$ cat src/tec_pkg.sv
package tec_pkg;

  // Register byte addresses on the APB side
  localparam logic [7:0] TEC_ADDR_COUNT_HIGH = 8'h00;
  localparam logic [7:0] TEC_ADDR_COUNT_LOW = 8'h04;
  localparam logic [7:0] TEC_ADDR_CONTROL = 8'h08;
  localparam logic [7:0] TEC_ADDR_INTCTL = 8'h0C;

  // Control register field positions
  localparam int TEC_EDGE_BIT = 3;
  localparam int TEC_RUN_BIT = 4;
  localparam int TEC_OPLO_BIT = 6;
  localparam int TEC_OPHI_BIT = 7;
  localparam logic [7:0] TEC_CTRL_MASK = 8'hD8;
  localparam logic [7:0] TEC_CTRL_RESET = 8'h00;

  // Interrupt control register field positions
  localparam int TEC_IRQ_EN_BIT = 0;
  localparam int TEC_IRQ_FLAG_BIT = 6;

  localparam logic [15:0] TEC_COUNT_RESET = 16'h0000;
  localparam logic [15:0] TEC_COUNT_MAX = 16'hFFFF;
  localparam logic [7:0] TEC_BYTE_RESET = 8'h00;

  // Internal count clock divider (instruction clock from sys_clk)
  localparam int TEC_INSTR_DIV = 4;

  typedef enum logic [1:0] {
    TEC_MODE_UNUSED = 2'b00,
    TEC_MODE_EVENT = 2'b01,
    TEC_MODE_TIMER = 2'b10,
    TEC_MODE_PULSE = 2'b11
  } tec_mode_t;

  typedef struct packed {
    logic [15:0] addr;
    logic write;
    logic [31:0] wdata;
  } tec_req_t;

  typedef struct packed {
    logic [31:0] rdata;
    logic ready;
    logic slverr;
  } tec_rsp_t;

endpackage

$ cat src/tec_sync.sv
`timescale 1ns/10ps
module tec_sync (
  // Clock and reset
  input wire logic sys_clk,
  input wire logic resetn,
  // Data
  input wire logic din,
  output logic dout
);
  logic stage1;
  logic stage2;

  always_ff @(posedge sys_clk or negedge resetn) begin
    if (!resetn) begin
      stage1 <= 1'b0;
      stage2 <= 1'b0;
    end else begin
      stage1 <= din;
      stage2 <= stage1;
    end
  end

  assign dout = stage2;
endmodule // tec_sync

$ cat src/tec_tick.sv
`timescale 1ns/10ps
module tec_tick #(
  parameter int DIV = 4
) (
  // Clock and reset
  input wire logic sys_clk,
  input wire logic resetn,
  // Tick out, one cycle every DIV cycles
  output logic tick
);
  localparam int W = (DIV > 1) ? $clog2(DIV) : 1;
  logic [W-1:0] cnt;
  logic [W-1:0] next_cnt;
  logic next_tick;

  if (DIV < 1) begin : g_bad_div
    $error("tec_tick: DIV must be at least 1");
  end

  always_comb begin
    next_tick = (cnt == W'(DIV - 1));
    next_cnt = next_tick ? '0 : cnt + W'(1);
  end

  always_ff @(posedge sys_clk or negedge resetn) begin
    if (!resetn) begin
      cnt <= '0;
      tick <= 1'b0;
    end else begin
      cnt <= next_cnt;
      tick <= next_tick;
    end
  end
endmodule // tec_tick

$ cat src/tec_timer.sv
`timescale 1ns/10ps
// What this block does
// - Pulse mode with run set starts counting on the selected edge only.
// - Pulse mode stops when input returns to prior level; hardware clears run.
// - After one measurement the count holds; later edges are ignored.
// - Setting run again re-arms the measurement for the next edge.
// - Measurement starts on an edge, never on an already active level.
// - Overflow in pulse mode reloads and raises the flag as other modes.
// - Counting only happens while run bit 4 is one.
// - Hardware clears run only in pulse mode; otherwise software only.
// - Overflow is offered as a wake-up event.
// - Interrupt enable at zero keeps the interrupt request low.
// - Preload write with run clear also loads the counter.
// - Preload write with run set changes only preload; reload at overflow.
// - Reading the high count register blocks the count clock that cycle.
// - Edge select 0 means rising, 1 means falling, in pulse mode only; event mode counts rising edges.
// - Mode 01 event, 10 timer, 11 pulse width, 00 unused.
// - Control bits 0 to 2 and 5 read as zero.
// - Counter counts up to FFFF, then reloads and sets flag bit 6.
// - Event mode counts rising pin edges; timer and pulse modes count instruction ticks.
// - Low write fills a byte buffer; high write loads both bytes to preload.
// - High read returns upper byte and latches lower byte into buffer.
module tec_timer #(
  parameter int INSTR_DIV = tec_pkg::TEC_INSTR_DIV
) (
  // Clock and reset
  input wire logic sys_clk,
  input wire logic resetn,
  // APB slave
  input wire logic psel,
  input wire logic penable,
  input wire logic pwrite,
  input wire logic [15:0] paddr,
  input wire logic [31:0] pwdata,
  output logic [31:0] prdata,
  output logic pready,
  output logic pslverr,
  // External count pin
  input wire logic external_count_input,
  // Events
  output logic irq,
  output logic wake_up
);
  import tec_pkg::*;

  ////////////////////////////////////////////////////////////////////////////
  // Input conditioning
  logic pin_sync;
  logic pin_prev;
  logic instr_tick;

  tec_sync u_sync (
    .sys_clk(sys_clk),
    .resetn(resetn),
    .din(external_count_input),
    .dout(pin_sync)
  );

  tec_tick #(.DIV(INSTR_DIV)) u_tick (
    .sys_clk(sys_clk),
    .resetn(resetn),
    .tick(instr_tick)
  );

  ////////////////////////////////////////////////////////////////////////////
  // State
  tec_req_t req;
  logic [7:0] ctrl;
  logic [15:0] count;
  logic [15:0] preload;
  logic [7:0] low_buf;
  logic irq_en;
  logic irq_flag;
  logic measuring;
  logic done;
  logic [31:0] rd_q;
  logic rdy_q;
  logic irq_q;
  logic wake_q;

  logic [7:0] next_ctrl;
  logic [15:0] next_count;
  logic [15:0] next_preload;
  logic [7:0] next_low_buf;
  logic next_irq_en;
  logic next_irq_flag;
  logic next_measuring;
  logic next_done;
  logic [31:0] next_rd_q;
  logic next_rdy_q;
  logic next_irq_q;
  logic next_wake_q;

  logic access;
  logic wr;
  logic rd;
  logic run;
  logic edge_sel;
  tec_mode_t mode;
  logic rise;
  logic fall;
  logic trig;
  logic untrig;
  logic inc;
  logic ovf;
  logic hold_clk;

  assign req = '{addr: paddr, write: pwrite, wdata: pwdata};
  assign run = ctrl[TEC_RUN_BIT];
  assign edge_sel = ctrl[TEC_EDGE_BIT];
  assign mode = tec_mode_t'({ctrl[TEC_OPHI_BIT], ctrl[TEC_OPLO_BIT]});

  // One wait state: read data is captured in the first access cycle and shown with pready;
  // a write lands only at the edge where pready is seen high, so a master never sees it early
  assign access = psel && penable && !rdy_q;
  assign wr = psel && penable && rdy_q && req.write;
  assign rd = access && !req.write;

  assign rise = pin_sync && !pin_prev;
  assign fall = !pin_sync && pin_prev;
  assign trig = edge_sel ? fall : rise;
  assign untrig = edge_sel ? rise : fall;
  assign hold_clk = rd && (req.addr[7:0] == TEC_ADDR_COUNT_HIGH);

  ////////////////////////////////////////////////////////////////////////////
  // Count source selection
  always_comb begin
    inc = 1'b0;
    unique case (mode)
      TEC_MODE_EVENT: inc = rise;
      TEC_MODE_TIMER: inc = instr_tick;
      TEC_MODE_PULSE: inc = instr_tick && measuring;
      TEC_MODE_UNUSED: inc = 1'b0;
    endcase
    inc = inc && run && !hold_clk;
  end

  assign ovf = inc && (count == TEC_COUNT_MAX);

  ////////////////////////////////////////////////////////////////////////////
  // Next-state logic
  always_comb begin
    next_ctrl = ctrl;
    next_count = count;
    next_preload = preload;
    next_low_buf = low_buf;
    next_irq_en = irq_en;
    next_irq_flag = irq_flag;
    next_measuring = measuring;
    next_done = done;
    next_rd_q = 32'h00000000;
    next_rdy_q = access;
    next_irq_q = 1'b0;
    next_wake_q = 1'b0;

    // Counting and overflow reload
    if (inc) begin
      next_count = ovf ? preload : count + 16'h0001;
    end

    // Pulse-width sequencing; edges only, never the level
    if (mode == TEC_MODE_PULSE && run) begin
      if (!measuring && !done && trig) begin
        next_measuring = 1'b1;
      end else if (measuring && untrig) begin
        next_measuring = 1'b0;
        next_done = 1'b1;
        next_ctrl[TEC_RUN_BIT] = 1'b0;
      end
    end else begin
      next_measuring = 1'b0;
    end

    // Register writes
    if (wr) begin
      unique case (req.addr[7:0])
        TEC_ADDR_COUNT_LOW: next_low_buf = req.wdata[7:0];
        TEC_ADDR_COUNT_HIGH: begin
          next_preload = {req.wdata[7:0], low_buf};
          if (!run) begin
            next_count = {req.wdata[7:0], low_buf};
          end
          // With run set only the preload changes
        end
        TEC_ADDR_CONTROL: begin
          next_ctrl = req.wdata[7:0] & TEC_CTRL_MASK;
          if (req.wdata[TEC_RUN_BIT]) begin
            next_done = 1'b0;
          end
        end
        TEC_ADDR_INTCTL: begin
          next_irq_en = req.wdata[TEC_IRQ_EN_BIT];
          if (!req.wdata[TEC_IRQ_FLAG_BIT]) begin
            next_irq_flag = 1'b0;
          end
        end
        default: ;
      endcase
    end

    // Set wins over a simultaneous software clear
    if (ovf) begin
      next_irq_flag = 1'b1;
    end

    // Register reads
    if (rd) begin
      unique case (req.addr[7:0])
        TEC_ADDR_COUNT_HIGH: begin
          next_rd_q = {24'h000000, count[15:8]};
          next_low_buf = count[7:0];
        end
        TEC_ADDR_COUNT_LOW: next_rd_q = {24'h000000, low_buf};
        TEC_ADDR_CONTROL: next_rd_q = {24'h000000, ctrl & TEC_CTRL_MASK};
        TEC_ADDR_INTCTL: begin
          next_rd_q[TEC_IRQ_EN_BIT] = irq_en;
          next_rd_q[TEC_IRQ_FLAG_BIT] = irq_flag;
        end
        default: next_rd_q = 32'h00000000;
      endcase
    end

    next_irq_q = next_irq_flag && next_irq_en;
    next_wake_q = ovf;
  end

  ////////////////////////////////////////////////////////////////////////////
  // Registers
  always_ff @(posedge sys_clk or negedge resetn) begin
    if (!resetn) begin
      ctrl <= TEC_CTRL_RESET;
      count <= TEC_COUNT_RESET;
      preload <= TEC_COUNT_RESET;
      low_buf <= TEC_BYTE_RESET;
      irq_en <= 1'b0;
      irq_flag <= 1'b0;
      measuring <= 1'b0;
      done <= 1'b0;
      rd_q <= 32'h00000000;
      rdy_q <= 1'b0;
      irq_q <= 1'b0;
      wake_q <= 1'b0;
      pin_prev <= 1'b0;
    end else begin
      ctrl <= next_ctrl;
      count <= next_count;
      preload <= next_preload;
      low_buf <= next_low_buf;
      irq_en <= next_irq_en;
      irq_flag <= next_irq_flag;
      measuring <= next_measuring;
      done <= next_done;
      rd_q <= next_rd_q;
      rdy_q <= next_rdy_q;
      irq_q <= next_irq_q;
      wake_q <= next_wake_q;
      pin_prev <= pin_sync;
    end
  end

  assign prdata = rd_q;
  assign pready = rdy_q;
  assign pslverr = 1'b0;
  assign irq = irq_q;
  assign wake_up = wake_q;
endmodule // tec_timer

$ cat config.mk
export PLATFORM = sky130hd
export DESIGN_NAME = tec_timer
export DESIGN_NICKNAME = d
export VERILOG_FILES = /design/src/tec_pkg.sv /design/src/tec_sync.sv /design/src/tec_tick.sv /design/src/tec_timer.sv
export SDC_FILE = /design/constraint.sdc
export NUM_CORES = 1
export LEC_CHECK = 0
export ABC_AREA = 1
export BUFFER_PORTS_ARGS = -buffer_cell sky130_fd_sc_hd__buf_2
export CAP_MARGIN = 25
export CORE_ASPECT_RATIO = 0.5
export CORE_UTILIZATION = 49
export DETAILED_ROUTE_END_ITERATION = 8
export PLACE_DENSITY = 0.84
export SYNTH_ARGS = -nofsm -noshare
export SYNTH_HDL_FRONTEND = slang
export SYNTH_HIERARCHICAL = 1
export SYNTH_SLANG_ARGS = --single-unit
$ cat constraint.sdc
create_clock -name sys_clk -period 1.7 [get_ports sys_clk]
set_input_delay 0.17 -clock sys_clk [delete_from_list [all_inputs] [get_ports sys_clk]]
set_output_delay 0.17 -clock sys_clk [all_outputs]
set_load 0.005 [all_outputs]
**Word level (Yosys, flattened, before mapping)**

Cells that the tools add are included.

- Flip-flop bits (word level): 89
- Bits of input ports: 54
- Output and inout bits: 36
- Word-level logic and storage cells: 95

- $add $sub $neg: 2
- Equality and inequality tests: 9
- Multiplexer cells: 38
- Reductions and logical operators: 28

Operators with widths:

| kind | count |
|---|---|
| $mux W16 | 5 |
| $mux W8 | 5 |
| $mux W1 | 20 |
| $logic_and A1 B1 Y1 | 17 |
| $add A16 B1 Y16 const B | 1 |
| $eq A16 B16 Y1 const B | 1 |
| $eq A8 B4 Y1 const B | 2 |
| $pmux W5 S3 | 1 |
| $mux W5 | 2 |
| $eq A8 B3 Y1 const B | 1 |
| $logic_not A8 Y1 | 1 |
| $pmux W1 S4 | 2 |
| $logic_not A1 Y1 | 7 |
| $eq A2 B2 Y1 const B | 3 |
| $pmux W1 S3 | 2 |
| $reduce_and A2 Y1 | 2 |
| $ne A3 B1 Y1 const B | 1 |
| $add A2 B1 Y2 const B | 1 |
| $eq A2 B1 Y1 const B | 1 |
| $logic_not A2 Y1 | 1 |
| $mux W2 | 1 |

**Logic depth before layout (Yosys ltp)**

Gate-level depths: netlist of run 1.

- Word-level depth: 12
- Gate-level depth with buffers: 11
- Depth with buffers taken out: 10

**By module**

Netlist of run 1, hierarchy kept.

By module, submodules not included:

| module | instances | cells an instance | area an instance (um^2) | sequential area each (um^2) |
|---|---|---|---|---|
| tec_timer | 1 | 465 | 3544.6 | 1501.4 |
| tec_tick | 1 | 5 | 91.3 | 75.1 |
| tec_sync | 1 | 2 | 50.0 | 50.0 |

**Worst setup path after synthesis of run 1**

OpenSTA, ideal clock, no wires.

- Path kind: reg-to-reg
- From: register count[0]
- To: register count[15]
- Setup time: 0.122 ns
- Arrival time: 1.462 ns
- Data required time: 1.578 ns
- Slack: 0.116 ns
- Cell stages (with the launch flop): 11
- Buffers on the path: 0
- Period minus slack after synthesis: 1.584 ns
- Path through: dfrtp_1 ha_1 nand2_1 nor2_1 nand2_2 nor2_8 nand3_2 nand2_1 nand2_1 nand2_1 a21oi_1

- Word-level cells in the longest chain between the ends: 7
- Elaborated cells between the ends (all ways): 8
- Those cells by class: add/sub (1); eq/ne (1); mux (5); reduce/logical (1)

Ends and longest elaborated chain:

| item | line | RTL |
|---|---|---|
| from (decl) | tec_timer.sv:69 | `logic [15:0] count;` |
| from (signal assigned) | tec_timer.sv:246 | `count <= next_count;` |
| parallel branches: the longest is 2 deep, another holds $add A16 B1 Y16 | -- |  |
| $mux W16 (*) | tec_timer.sv:158 | `next_count = ovf ? preload : count + 16'h0001;` |
| $mux W16 (*) | tec_timer.sv:157 | `if (inc) begin` |
| $mux W16 | tec_timer.sv:180 | `if (!run) begin` |
| $mux W16 | tec_timer.sv:176 | `unique case (req.addr[7:0])` |
| $mux W16 (*) | tec_timer.sv:175 | `if (wr) begin` |
| named net next_count[15] | tec_timer.sv:82 | `logic [15:0] next_count;` |

Mark *: on every way through the listed nets, which the timed path passes.
A chain may end at the register's enable or synchronous reset.

**Worst setup path after layout of run 1**

- From: register count[1]
- To: register count[3]

Same word-level chain as after synthesis.

==> results of run 1 <==
-- critical path, stage by stage, from the launching register on --
cell     delay [ps]
dfrtp_1         380
ha_4            170
nand2_1          70
nor2_2          150
nand2_2         130
nor2_8          140
buf_2           190
nand4_1         120
nand2_1          80
nand2_1          40
a21oi_1         130
-- per-layer routing --
layer  share of wire (%)  GRT usage [%]  up-vias
met2                  45          38.60      203
met4                 2.1          10.09        0
met5                   0              0        -
met3                 9.5          6.542       28
li1                    -              -     1618
met1                  43          34.98     1588
-- synth_stat cells, types with 2 or more instances --
library cell,n,share of area (%)
nor2_2,4,0.68
inv_1,40,4.1
buf_6,2,0.61
nand2_4,2,0.61
xor2_1,5,1.2
nor2_8,2,1.1
dfrtp_1,65,44
nand2_2,2,0.34
clkbuf_1,2,0.20
ha_1,2,0.68
xnor2_1,4,0.95
buf_2,6,0.81
nand3_1,17,2.3
nor2_1,56,5.7
a21oi_1,37,5.0
nor3_1,2,0.27
inv_2,3,0.31
o21ai_0,28,3.8
o22ai_1,4,0.68
nand2_1,122,12
mux2_2,7,2.1
nand4_1,19,3.2
buf_4,27,5.5
-- state kept, by name, indices dropped and copies added, names as in the netlist, 2 cells and up --
name / cells
low_buf: 8
ctrl: 4
preload: 16
u_tick/cnt: 2
prdata: 8
count: 16
-- path summary, 6_finish.rpt --
path                            slack [ps]          end           from  cells past startpoint
worst max-delay path                    20     count[3]       count[1]                     10
worst min-delay path                   110   preload[9]      pwdata[1]                      2
worst max register to register          20     count[3]       count[1]                     10
worst min register to register         350  u_sync/dout  u_sync/stage1                      0
max in group asynchronous              780    count[14]         resetn                      3
min in group asynchronous              310    prdata[3]         resetn                      2
-- power by group --
part	leakage [nW]	internal [W]	switching (W)	total, W
combinational	1.20	0.0000439	0.0000908	0.000135
clock	0.139	0.00112	0.000644	0.00176
sequential	0.893	0.00156	0.00000948	0.00157
total	2.23	0.00272	0.000744	0.00347
-- final cells by class --
class	instances	area, µm²	area share, %
Multi-Input combinational cell	350	1770	39.57
Sequential cell	65	1629	36.41
Timing Repair Buffer	72	511.7	11.44
Clock buffer	11	232.7	5.201
Inverter	44	170.2	3.803
Tap cell	92	115.1	2.573
Clock inverter	4	45.04	1.007
-- cell families after synthesis --
family / after synthesis / share of synthesized area (%)
AND/OR/NAND/NOR: 231 / 28.00
buffers and inverters: 81 / 11.68
AO/OA/AOI/OAI: 76 / 11.13
flip-flops: 65 / 44.13
XOR/XNOR: 9 / 2.138
multiplexers: 7 / 2.139
adder cells (fa/ha/maj): 2 / 0.6788
other: 1 / 0.1017
-- stage by stage --
step	instances	setup TNS [ps]	worst slack, ps	hold WS [ps]
4_1_cts	635	0	0.7829	96.07
2_1_floorplan	496	0	115.8	-125.6
3_3_place_gp	618	0	2.992	130.3
6_report	638	0	15.96	106.6
3_5_place_dp	618	-45.17	-18.31	135.4
5_1_grt	638	-344.3	-68.74	106.8
-- repair_timing --
| item | 4_1_cts | 5_1_grt |
|---|---|---|
| endpoints found under the hold margin | 19 | 0 |
| resized for setup | 2 | 15 |
| gates cloned | 0 | 1 |
| setup buffers | 0 | 2 |
| pin swaps | 0 | 3 |
| setup endpoints to repair | 11 | 18 |
| hold buffers | 2 | 0 |
==> results.py, run 1 <==
metrics = {
    "outcome": {
        "status": "finished clean",
    },
    "global_routing": {
        "grt-ovfl-total": 0,
        "grt_pass1_vias": 3128,
        "grt_pass1_wl_um": 15410,
        "grt_use_total_pct": 25.46,
        "grt_max_degree": 48,
        "antenna_found_initial": 0,
    },
    "die": {
        "die_x_um": 124.7,
        "ios": 90,
        "rows": 21,
        "fp.dieH_um": 63.33,
        "core_region_area_um2": 6963,
        "die_area_um2": 7895,
        "start_util_pct": 52.94,
    },
    "synth": {
        "async_flop_share_pct": 100.0,
        "synth_edf_count": 0,
        "synth.yosys.warnings": 6,
        "syn-cell-area_um2": 3686,
        "synth.avg_cell_area_um2": 7.809,
        "netlist-cell-type-count": 37,
        "synthCells": 472,
        "synth_flop_cell": "dfrtp_1",
        "ys_seq_area_share_pct": 44.13,
        "synth.ff_latch_count": 65,
    },
    "cells_and_area": {
        "drive_gt1_share_pct": 21.98,
        "post-route-util_pct": 64.26,
        "n_fill_cell": 576,
        "syn2layout_area_growth_pct": 21.38,
        "layout_common_cells": "nand2_1, dfrtp_1, nor2_1",
        "fin_area_um2": 4474,
        "antennaDiodeCount": 0,
        "final_common_cell": "nand2_1",
        "nNetsFinal": 598,
    },
    "power_and_ir_drop": {
        "finalPower_w": 0.003466,
        "cellLeakagePower_nw": 2.230,
        "pwr_density_cell_nw_per_um2": 774.7,
        "ir_worst_vdd_v": 0.0005161,
    },
    "clock_tree": {
        "clk_path_buf_depth": 2,
        "htreeDepth": 3,
        "cts_buffers": 9,
        "path_clk_slew_ps": 50,
        "cts_tree": "built",
        "clk_latency_ps": 330,
        "cts.sinks": 65,
        "cts_root_buf": "clkbuf_16",
    },
    "detailed_routing": {
        "wire_per_inst_um": 14.74,
        "drt_iter0_drc": 382,
        "drc": 0,
        "postRouteAntennaNets": 0,
        "vias_per_cell": 5.387,
        "routed_wl_um": 9402,
        "vias": 3437,
        "dr.pass1.iters": 7,
    },
    "critical_path": {
        "criticalPathCategory": "reg -> reg",
        "cp-end-kind": "register",
        "critPathRequiredTime_ps": 1950,
        "cp-start-kind": "register",
        "crit_fanout": 5,
        "arrival_ps": 1940,
    },
    "sta": {
        "finalHoldViolations": 0,
        "max_freq_ghz": 0.5938,
        "grt_setup_unrepaired": "true",
        "finalMaxSlewViolations": 0,
        "period_minus_slack_ps": 1684,
        "setup_viol": 0,
        "fin_skew_ps": 5.577,
        "period_share_pct": 99.06,
    },
    "min_path": {
        "hold_class": "in -> reg",
    },
    "run": {
        "drv_cap": 0,
    },
    "placed_design": {
        "dp_hpwl_um": 6732,
        "gp_congestion": 0.9473,
        "placed_area_um2": 4089,
        "place.port_buffers": 32,
    },
}
Note: power is estimated with default switching activity, not from simulation.
==> run 2, diff against run 1 <==
Settings changed: CORE_UTILIZATION 49 to 47, PLACE_DENSITY 0.84 to 0.81.
==> results.py, run 2 (synthesized netlist as in run 1, its figures left out) <==
metrics = {
    "die": {
        "ios": 90,
        "fp.dieH_um": 64.62,
        "core_region_area_um2": 7460,
        "die_x_um": 127.2,
        "die_area_um2": 8222,
        "rows": 22,
        "start_util_pct": 49.41,
    },
    "clock_tree": {
        "htreeDepth": 3,
        "clk_path_buf_depth": 2,
        "cts.sinks": 65,
        "cts_buffers": 9,
        "cts_tree": "built",
        "cts_root_buf": "clkbuf_16",
        "path_clk_slew_ps": 50,
        "clk_latency_ps": 340,
    },
    "outcome": {
        "status": "finished clean",
    },
    "placed_design": {
        "dp_slack_ps": -41.36,
        "dp_hpwl_um": 6638,
        "place.port_buffers": 32,
        "gp_congestion": 0.9466,
    },
    "power_and_ir_drop": {
        "pwr_density_cell_nw_per_um2": 775.5,
        "finalPower_w": 0.003529,
        "ir_worst_vdd_v": 0.0005055,
        "cellLeakagePower_nw": 2.276,
    },
    "sta": {
        "period_share_pct": 95.20,
        "tns_ps": 0,
        "finalHoldViolations": 0,
        "fin_skew_ps": 6.544,
        "worst_slack_ps": 81.56,
        "max_freq_ghz": 0.6179,
        "finalMaxSlewViolations": 0,
        "setup_viol": 0,
        "period_minus_slack_ps": 1618,
        "holdWs_ps": 101.9,
    },
    "run": {
        "drv_cap": 0,
    },
    "global_routing": {
        "grt_pass1_wl_um": 15350,
        "grt_use_total_pct": 24.98,
        "grt_pass1_vias": 3208,
        "grt_max_degree": 66,
        "antenna_found_initial": 0,
        "grt-ovfl-total": 0,
    },
    "critical_path": {
        "crit_family": "compound AO/OA/AOI/OAI gates",
        "arrival_ps": 1850,
        "rrSetupSlack_ps": 80,
        "cp.depth": 8,
        "path_buf_inv": 2,
        "timing.rr.start": "ctrl[7]",
        "r2r_end": "count[7]",
        "cp-start-kind": "register",
        "crit_fanout": 9,
        "cpMaxStageDelayCell": "dfrtp_2",
        "max_stage_delay_ps": 440,
        "reg2regPathDepth": 8,
        "crit_chain": "nor2_1 -> nand2_1 -> a21oi_4 -> buf_12 -> nand2_4 -> buf_4 -> a21oi_1 -> a21oi_2",
        "criticalPathCategory": "reg -> reg",
        "critPathRequiredTime_ps": 1930,
        "cp-end-kind": "register",
    },
    "min_path": {
        "hold_depth": 2,
        "holdPathEnd": "preload[9]",
        "min_from": "pwdata[1]",
        "hold_class": "in -> reg",
    },
    "detailed_routing": {
        "postRouteAntennaNets": 0,
        "vias": 3480,
        "vias_per_cell": 5.305,
        "dr.pass1.iters": 5,
        "routed_wl_um": 9551,
        "drc": 0,
        "drt_iter0_drc": 391,
        "wire_per_inst_um": 14.56,
    },
    "cells_and_area": {
        "layout_common_cells": "nand2_1, dfrtp_1, nor2_1",
        "nNetsFinal": 599,
        "antennaDiodeCount": 0,
        "reg.largest.list": "count x16, preload x16",
        "drive_gt1_share_pct": 22.26,
        "post-route-util_pct": 61.00,
        "n_fill_cell": 645,
        "final_common_cell": "nand2_1",
        "syn2layout_area_growth_pct": 23.46,
    },
}
[run 2: cell types whose count changed in the layout (fill, tap and decap cells not counted), moves of 2 or more]
cell and change:
nand2_1 -2, buf_12 +2, a21oi_2 +2, nand2_4 +2, a21oi_1 -2
[run 2: power by group]
| part | internal, W | switching [W] |
|---|---|---|
| clock | 0.00117 | 0.000656 |
| combinational | 0.0000435 | 0.0000898 |
| sequential | 0.00156 | 0.00000926 |
| total | 0.00277 | 0.000755 |
[run 2: area by class of cell]
| type | instances | area, µm² | share of cell area (%) |
|---|---|---|---|
| Clock buffer | 13 | 250.2 | 5.499 |
| Clock inverter | 3 | 40.04 | 0.8798 |
| Inverter | 44 | 167.7 | 3.684 |
| Multi-Input combinational cell | 350 | 1785 | 39.24 |
| Sequential cell | 65 | 1628 | 35.77 |
| Tap cell | 108 | 135.1 | 2.969 |
| Timing Repair Buffer | 73 | 544.3 | 11.96 |
[run 2: repair_timing]
item                                   4_1_cts  5_1_grt
cloned                                       0        1
endpoints found under the hold margin       66        0
pin swaps                                    0        9
gates resized for setup                      1       18
setup endpoints to repair                    9       17
hold buffers                                 2        0
setup buffers                                0        5
[run 2: through the flow]
stage	std cells	area [µm²]
final	656	4551
after global routing	656	4551
after global placement	632	4106
after floorplan	496	3776
after CTS	650	4419
after detailed placement	632	4106
[run 2: how the worst max path moves through the flow]
stage                          from        end  slack (ps)
after floorplan            count[0]  count[15]         120
after global placement     count[0]  count[15]          -4
after detailed placement   count[0]  count[15]         -40
after CTS                  count[0]  count[15]           6
after global routing      count[15]   count[1]         -30
final                       ctrl[7]   count[7]          80
[run 2: per-layer routing]
layer / vias to the layer above / global-route usage (%) / share of wire [%]
met4: 0 / 13.10 / 2.8
met3: 32 / 6.441 / 9.0
met1: 1621 / 31.35 / 43
met2: 194 / 40.25 / 45
li1: 1633 / - / -
met5: - / 0 / 0
==> run 3, diff against run 2 <==
Settings changed: PLACE_DENSITY 0.81 to 0.86.
==> results.py, run 3 (synthesized netlist as in run 1, its figures left out) <==
metrics = {
    "outcome": {
        "status": "finished with violations",
        "violations": "setup timing",
    },
    "critical_path": {
        "worst_path_most_repeated_cell": "nand2_1",
        "path_buf_inv": 1,
        "arrival_ps": 2020,
        "cp-end-kind": "register",
        "timing.rr.start": "count[1]",
        "critical_path.startpoint": "count[1]",
        "crit_chain": "ha_2 -> nand2_2 -> nor2_4 -> nand2_4 -> nor2_8 -> buf_6 -> nand4_1 -> nand2_1 -> nand2_1 -> a21oi_1",
        "reg2regPathDepth": 10,
        "critPathRequiredTime_ps": 1950,
        "cp-start-kind": "register",
        "criticalPathCategory": "reg -> reg",
        "rrSetupSlack_ps": -60,
        "crit_family": "simple AND/OR/NAND/NOR gates",
        "r2r_end": "count[11]",
        "max_stage_delay_ps": 360,
        "cpMaxStageDelayCell": "dfrtp_1",
        "crit_fanout": 7,
    },
    "clock_tree": {
        "cts_buffers": 9,
        "path_clk_slew_ps": 60,
        "clk_path_buf_depth": 2,
        "clk_latency_ps": 340,
        "cts_root_buf": "clkbuf_16",
        "cts_tree": "built",
        "cts.sinks": 65,
        "htreeDepth": 3,
    },
    "placed_design": {
        "dp_slack_ps": -62.54,
        "place.port_buffers": 32,
        "dp_hpwl_um": 6819,
        "gp_congestion": 0.9184,
    },
    "global_routing": {
        "grt-ovfl-total": 0,
        "grt_pass1_wl_um": 15760,
        "grt_pass1_vias": 3228,
        "grt_use_total_pct": 25.37,
        "grt_max_degree": 66,
        "antenna_found_initial": 0,
    },
    "power_and_ir_drop": {
        "finalPower_w": 0.003361,
        "pwr_density_cell_nw_per_um2": 737.3,
        "cellLeakagePower_nw": 2.300,
        "ir_worst_vdd_v": 0.0005115,
    },
    "sta": {
        "setup_viol": 2,
        "worst_slack_ps": -63.39,
        "period_share_pct": 103.7,
        "finalMaxSlewViolations": 0,
        "period_minus_slack_ps": 1763,
        "max_freq_ghz": 0.5671,
        "grt_setup_unrepaired": "true",
        "finalHoldViolations": 0,
        "fin_skew_ps": 9.601,
    },
    "die": {
        "start_util_pct": 49.41,
        "rows": 22,
        "die_area_um2": 8222,
        "fp.dieH_um": 64.62,
        "die_x_um": 127.2,
        "core_region_area_um2": 7460,
        "ios": 90,
    },
    "cells_and_area": {
        "final_common_cell": "nand2_1",
        "reg.largest.list": "count x16, preload x16",
        "antennaDiodeCount": 0,
        "layout_common_cells": "nand2_1, dfrtp_1, nor2_1",
        "drive_gt1_share_pct": 23.47,
        "nNetsFinal": 606,
        "syn2layout_area_growth_pct": 23.66,
    },
    "detailed_routing": {
        "drt_iter0_drc": 518,
        "vias_per_cell": 5.476,
        "postRouteAntennaNets": 0,
        "drc": 0,
        "dr.pass1.iters": 8,
        "wire_per_inst_um": 15.41,
        "routed_wl_um": 10200,
        "vias": 3625,
    },
    "min_path": {
        "min_from": "pwdata[1]",
        "hold_depth": 2,
        "holdPathEnd": "preload[9]",
        "hold_class": "in -> reg",
    },
    "run": {
        "drv_cap": 0,
    },
}
==> run 3: changes by cell type in the layout (fill, tap and decap cells not counted), moves of 2 or more <==
cell      change
clkinv_2      +2
clkbuf_1      -2
nor2_4        +2
buf_4        +10
buf_12        -3
nor2_1        -2
==> run 3: worst reg2reg max path, cell delays in order (launching register included) <==
cell and delay, ps:
dfrtp_1 360, ha_2 210, nand2_2 80, nor2_4 150
nand2_4 90, nor2_8 140, buf_6 150, nand4_1 140
nand2_1 110, nand2_1 60, a21oi_1 170
==> run 3: through the flow <==
| stage | area, µm² | TNS [ps] | cells | util, % | hold slack (ps) |
|---|---|---|---|---|---|
| global route | 4558 | -298.1 | 662 | 61.10 | 111.4 |
| global placement | 4061 | 0 | 631 | 54.44 | 206.4 |
| CTS | 4365 | 0 | 650 | 58.52 | 108.2 |
| finish | 4558 | -88.13 | 662 | 61.10 | 113.6 |
| floorplan | 3776 | 0 | 496 | - | -125.6 |
| detailed placement | 4061 | -109.2 | 631 | 54.44 | 212.0 |
==> run 3: worst max-delay path by stage <==
stage,end,slack (ps),cells after the start
after floorplan,count[15],120,10
after global placement,count[9],20,10
after detailed placement,count[13],-60,10
after CTS,count[11],1,10
after global routing,count[11],-120,10
final,count[11],-60,10
==> run 3: where the power goes <==
part / leakage [nW] / switching (W) / internal (W)
sequential: 0.894 / 0.00000943 / 0.00156
clock: 0.135 / 0.000647 / 0.00101
combinational: 1.27 / 0.0000932 / 0.0000444
==> run 3: layout make-up <==
type / count / area [µm²]
Clock buffer: 11 / 242.7
Clock inverter: 4 / 20.02
Fill cell: 587 / 2902
Inverter: 44 / 172.7
Multi-Input combinational cell: 350 / 1780
Sequential cell: 65 / 1628
Tap cell: 108 / 135.1
Timing Repair Buffer: 80 / 579.3
==> run 3: routing by layer <==
layer | up-vias | share of wire [%] | GRT usage, %
met1 | 1669 | 41 | 34.04
met2 | 260 | 43 | 38.87
met5 | - | 0 | 0
met3 | 56 | 12 | 7.514
met4 | 0 | 3.7 | 9.673
li1 | 1640 | - | -
==> run 3: timing repair <==
item / CTS / global route
setup endpoints to repair: 9 / 19
endpoints found under the hold margin: 66 / 0
pin swaps: 2 / 10
gates resized for setup: 2 / 23
buffers inserted: 2 / 11
gates cloned: 0 / 1
hold buffers: 2 / 0
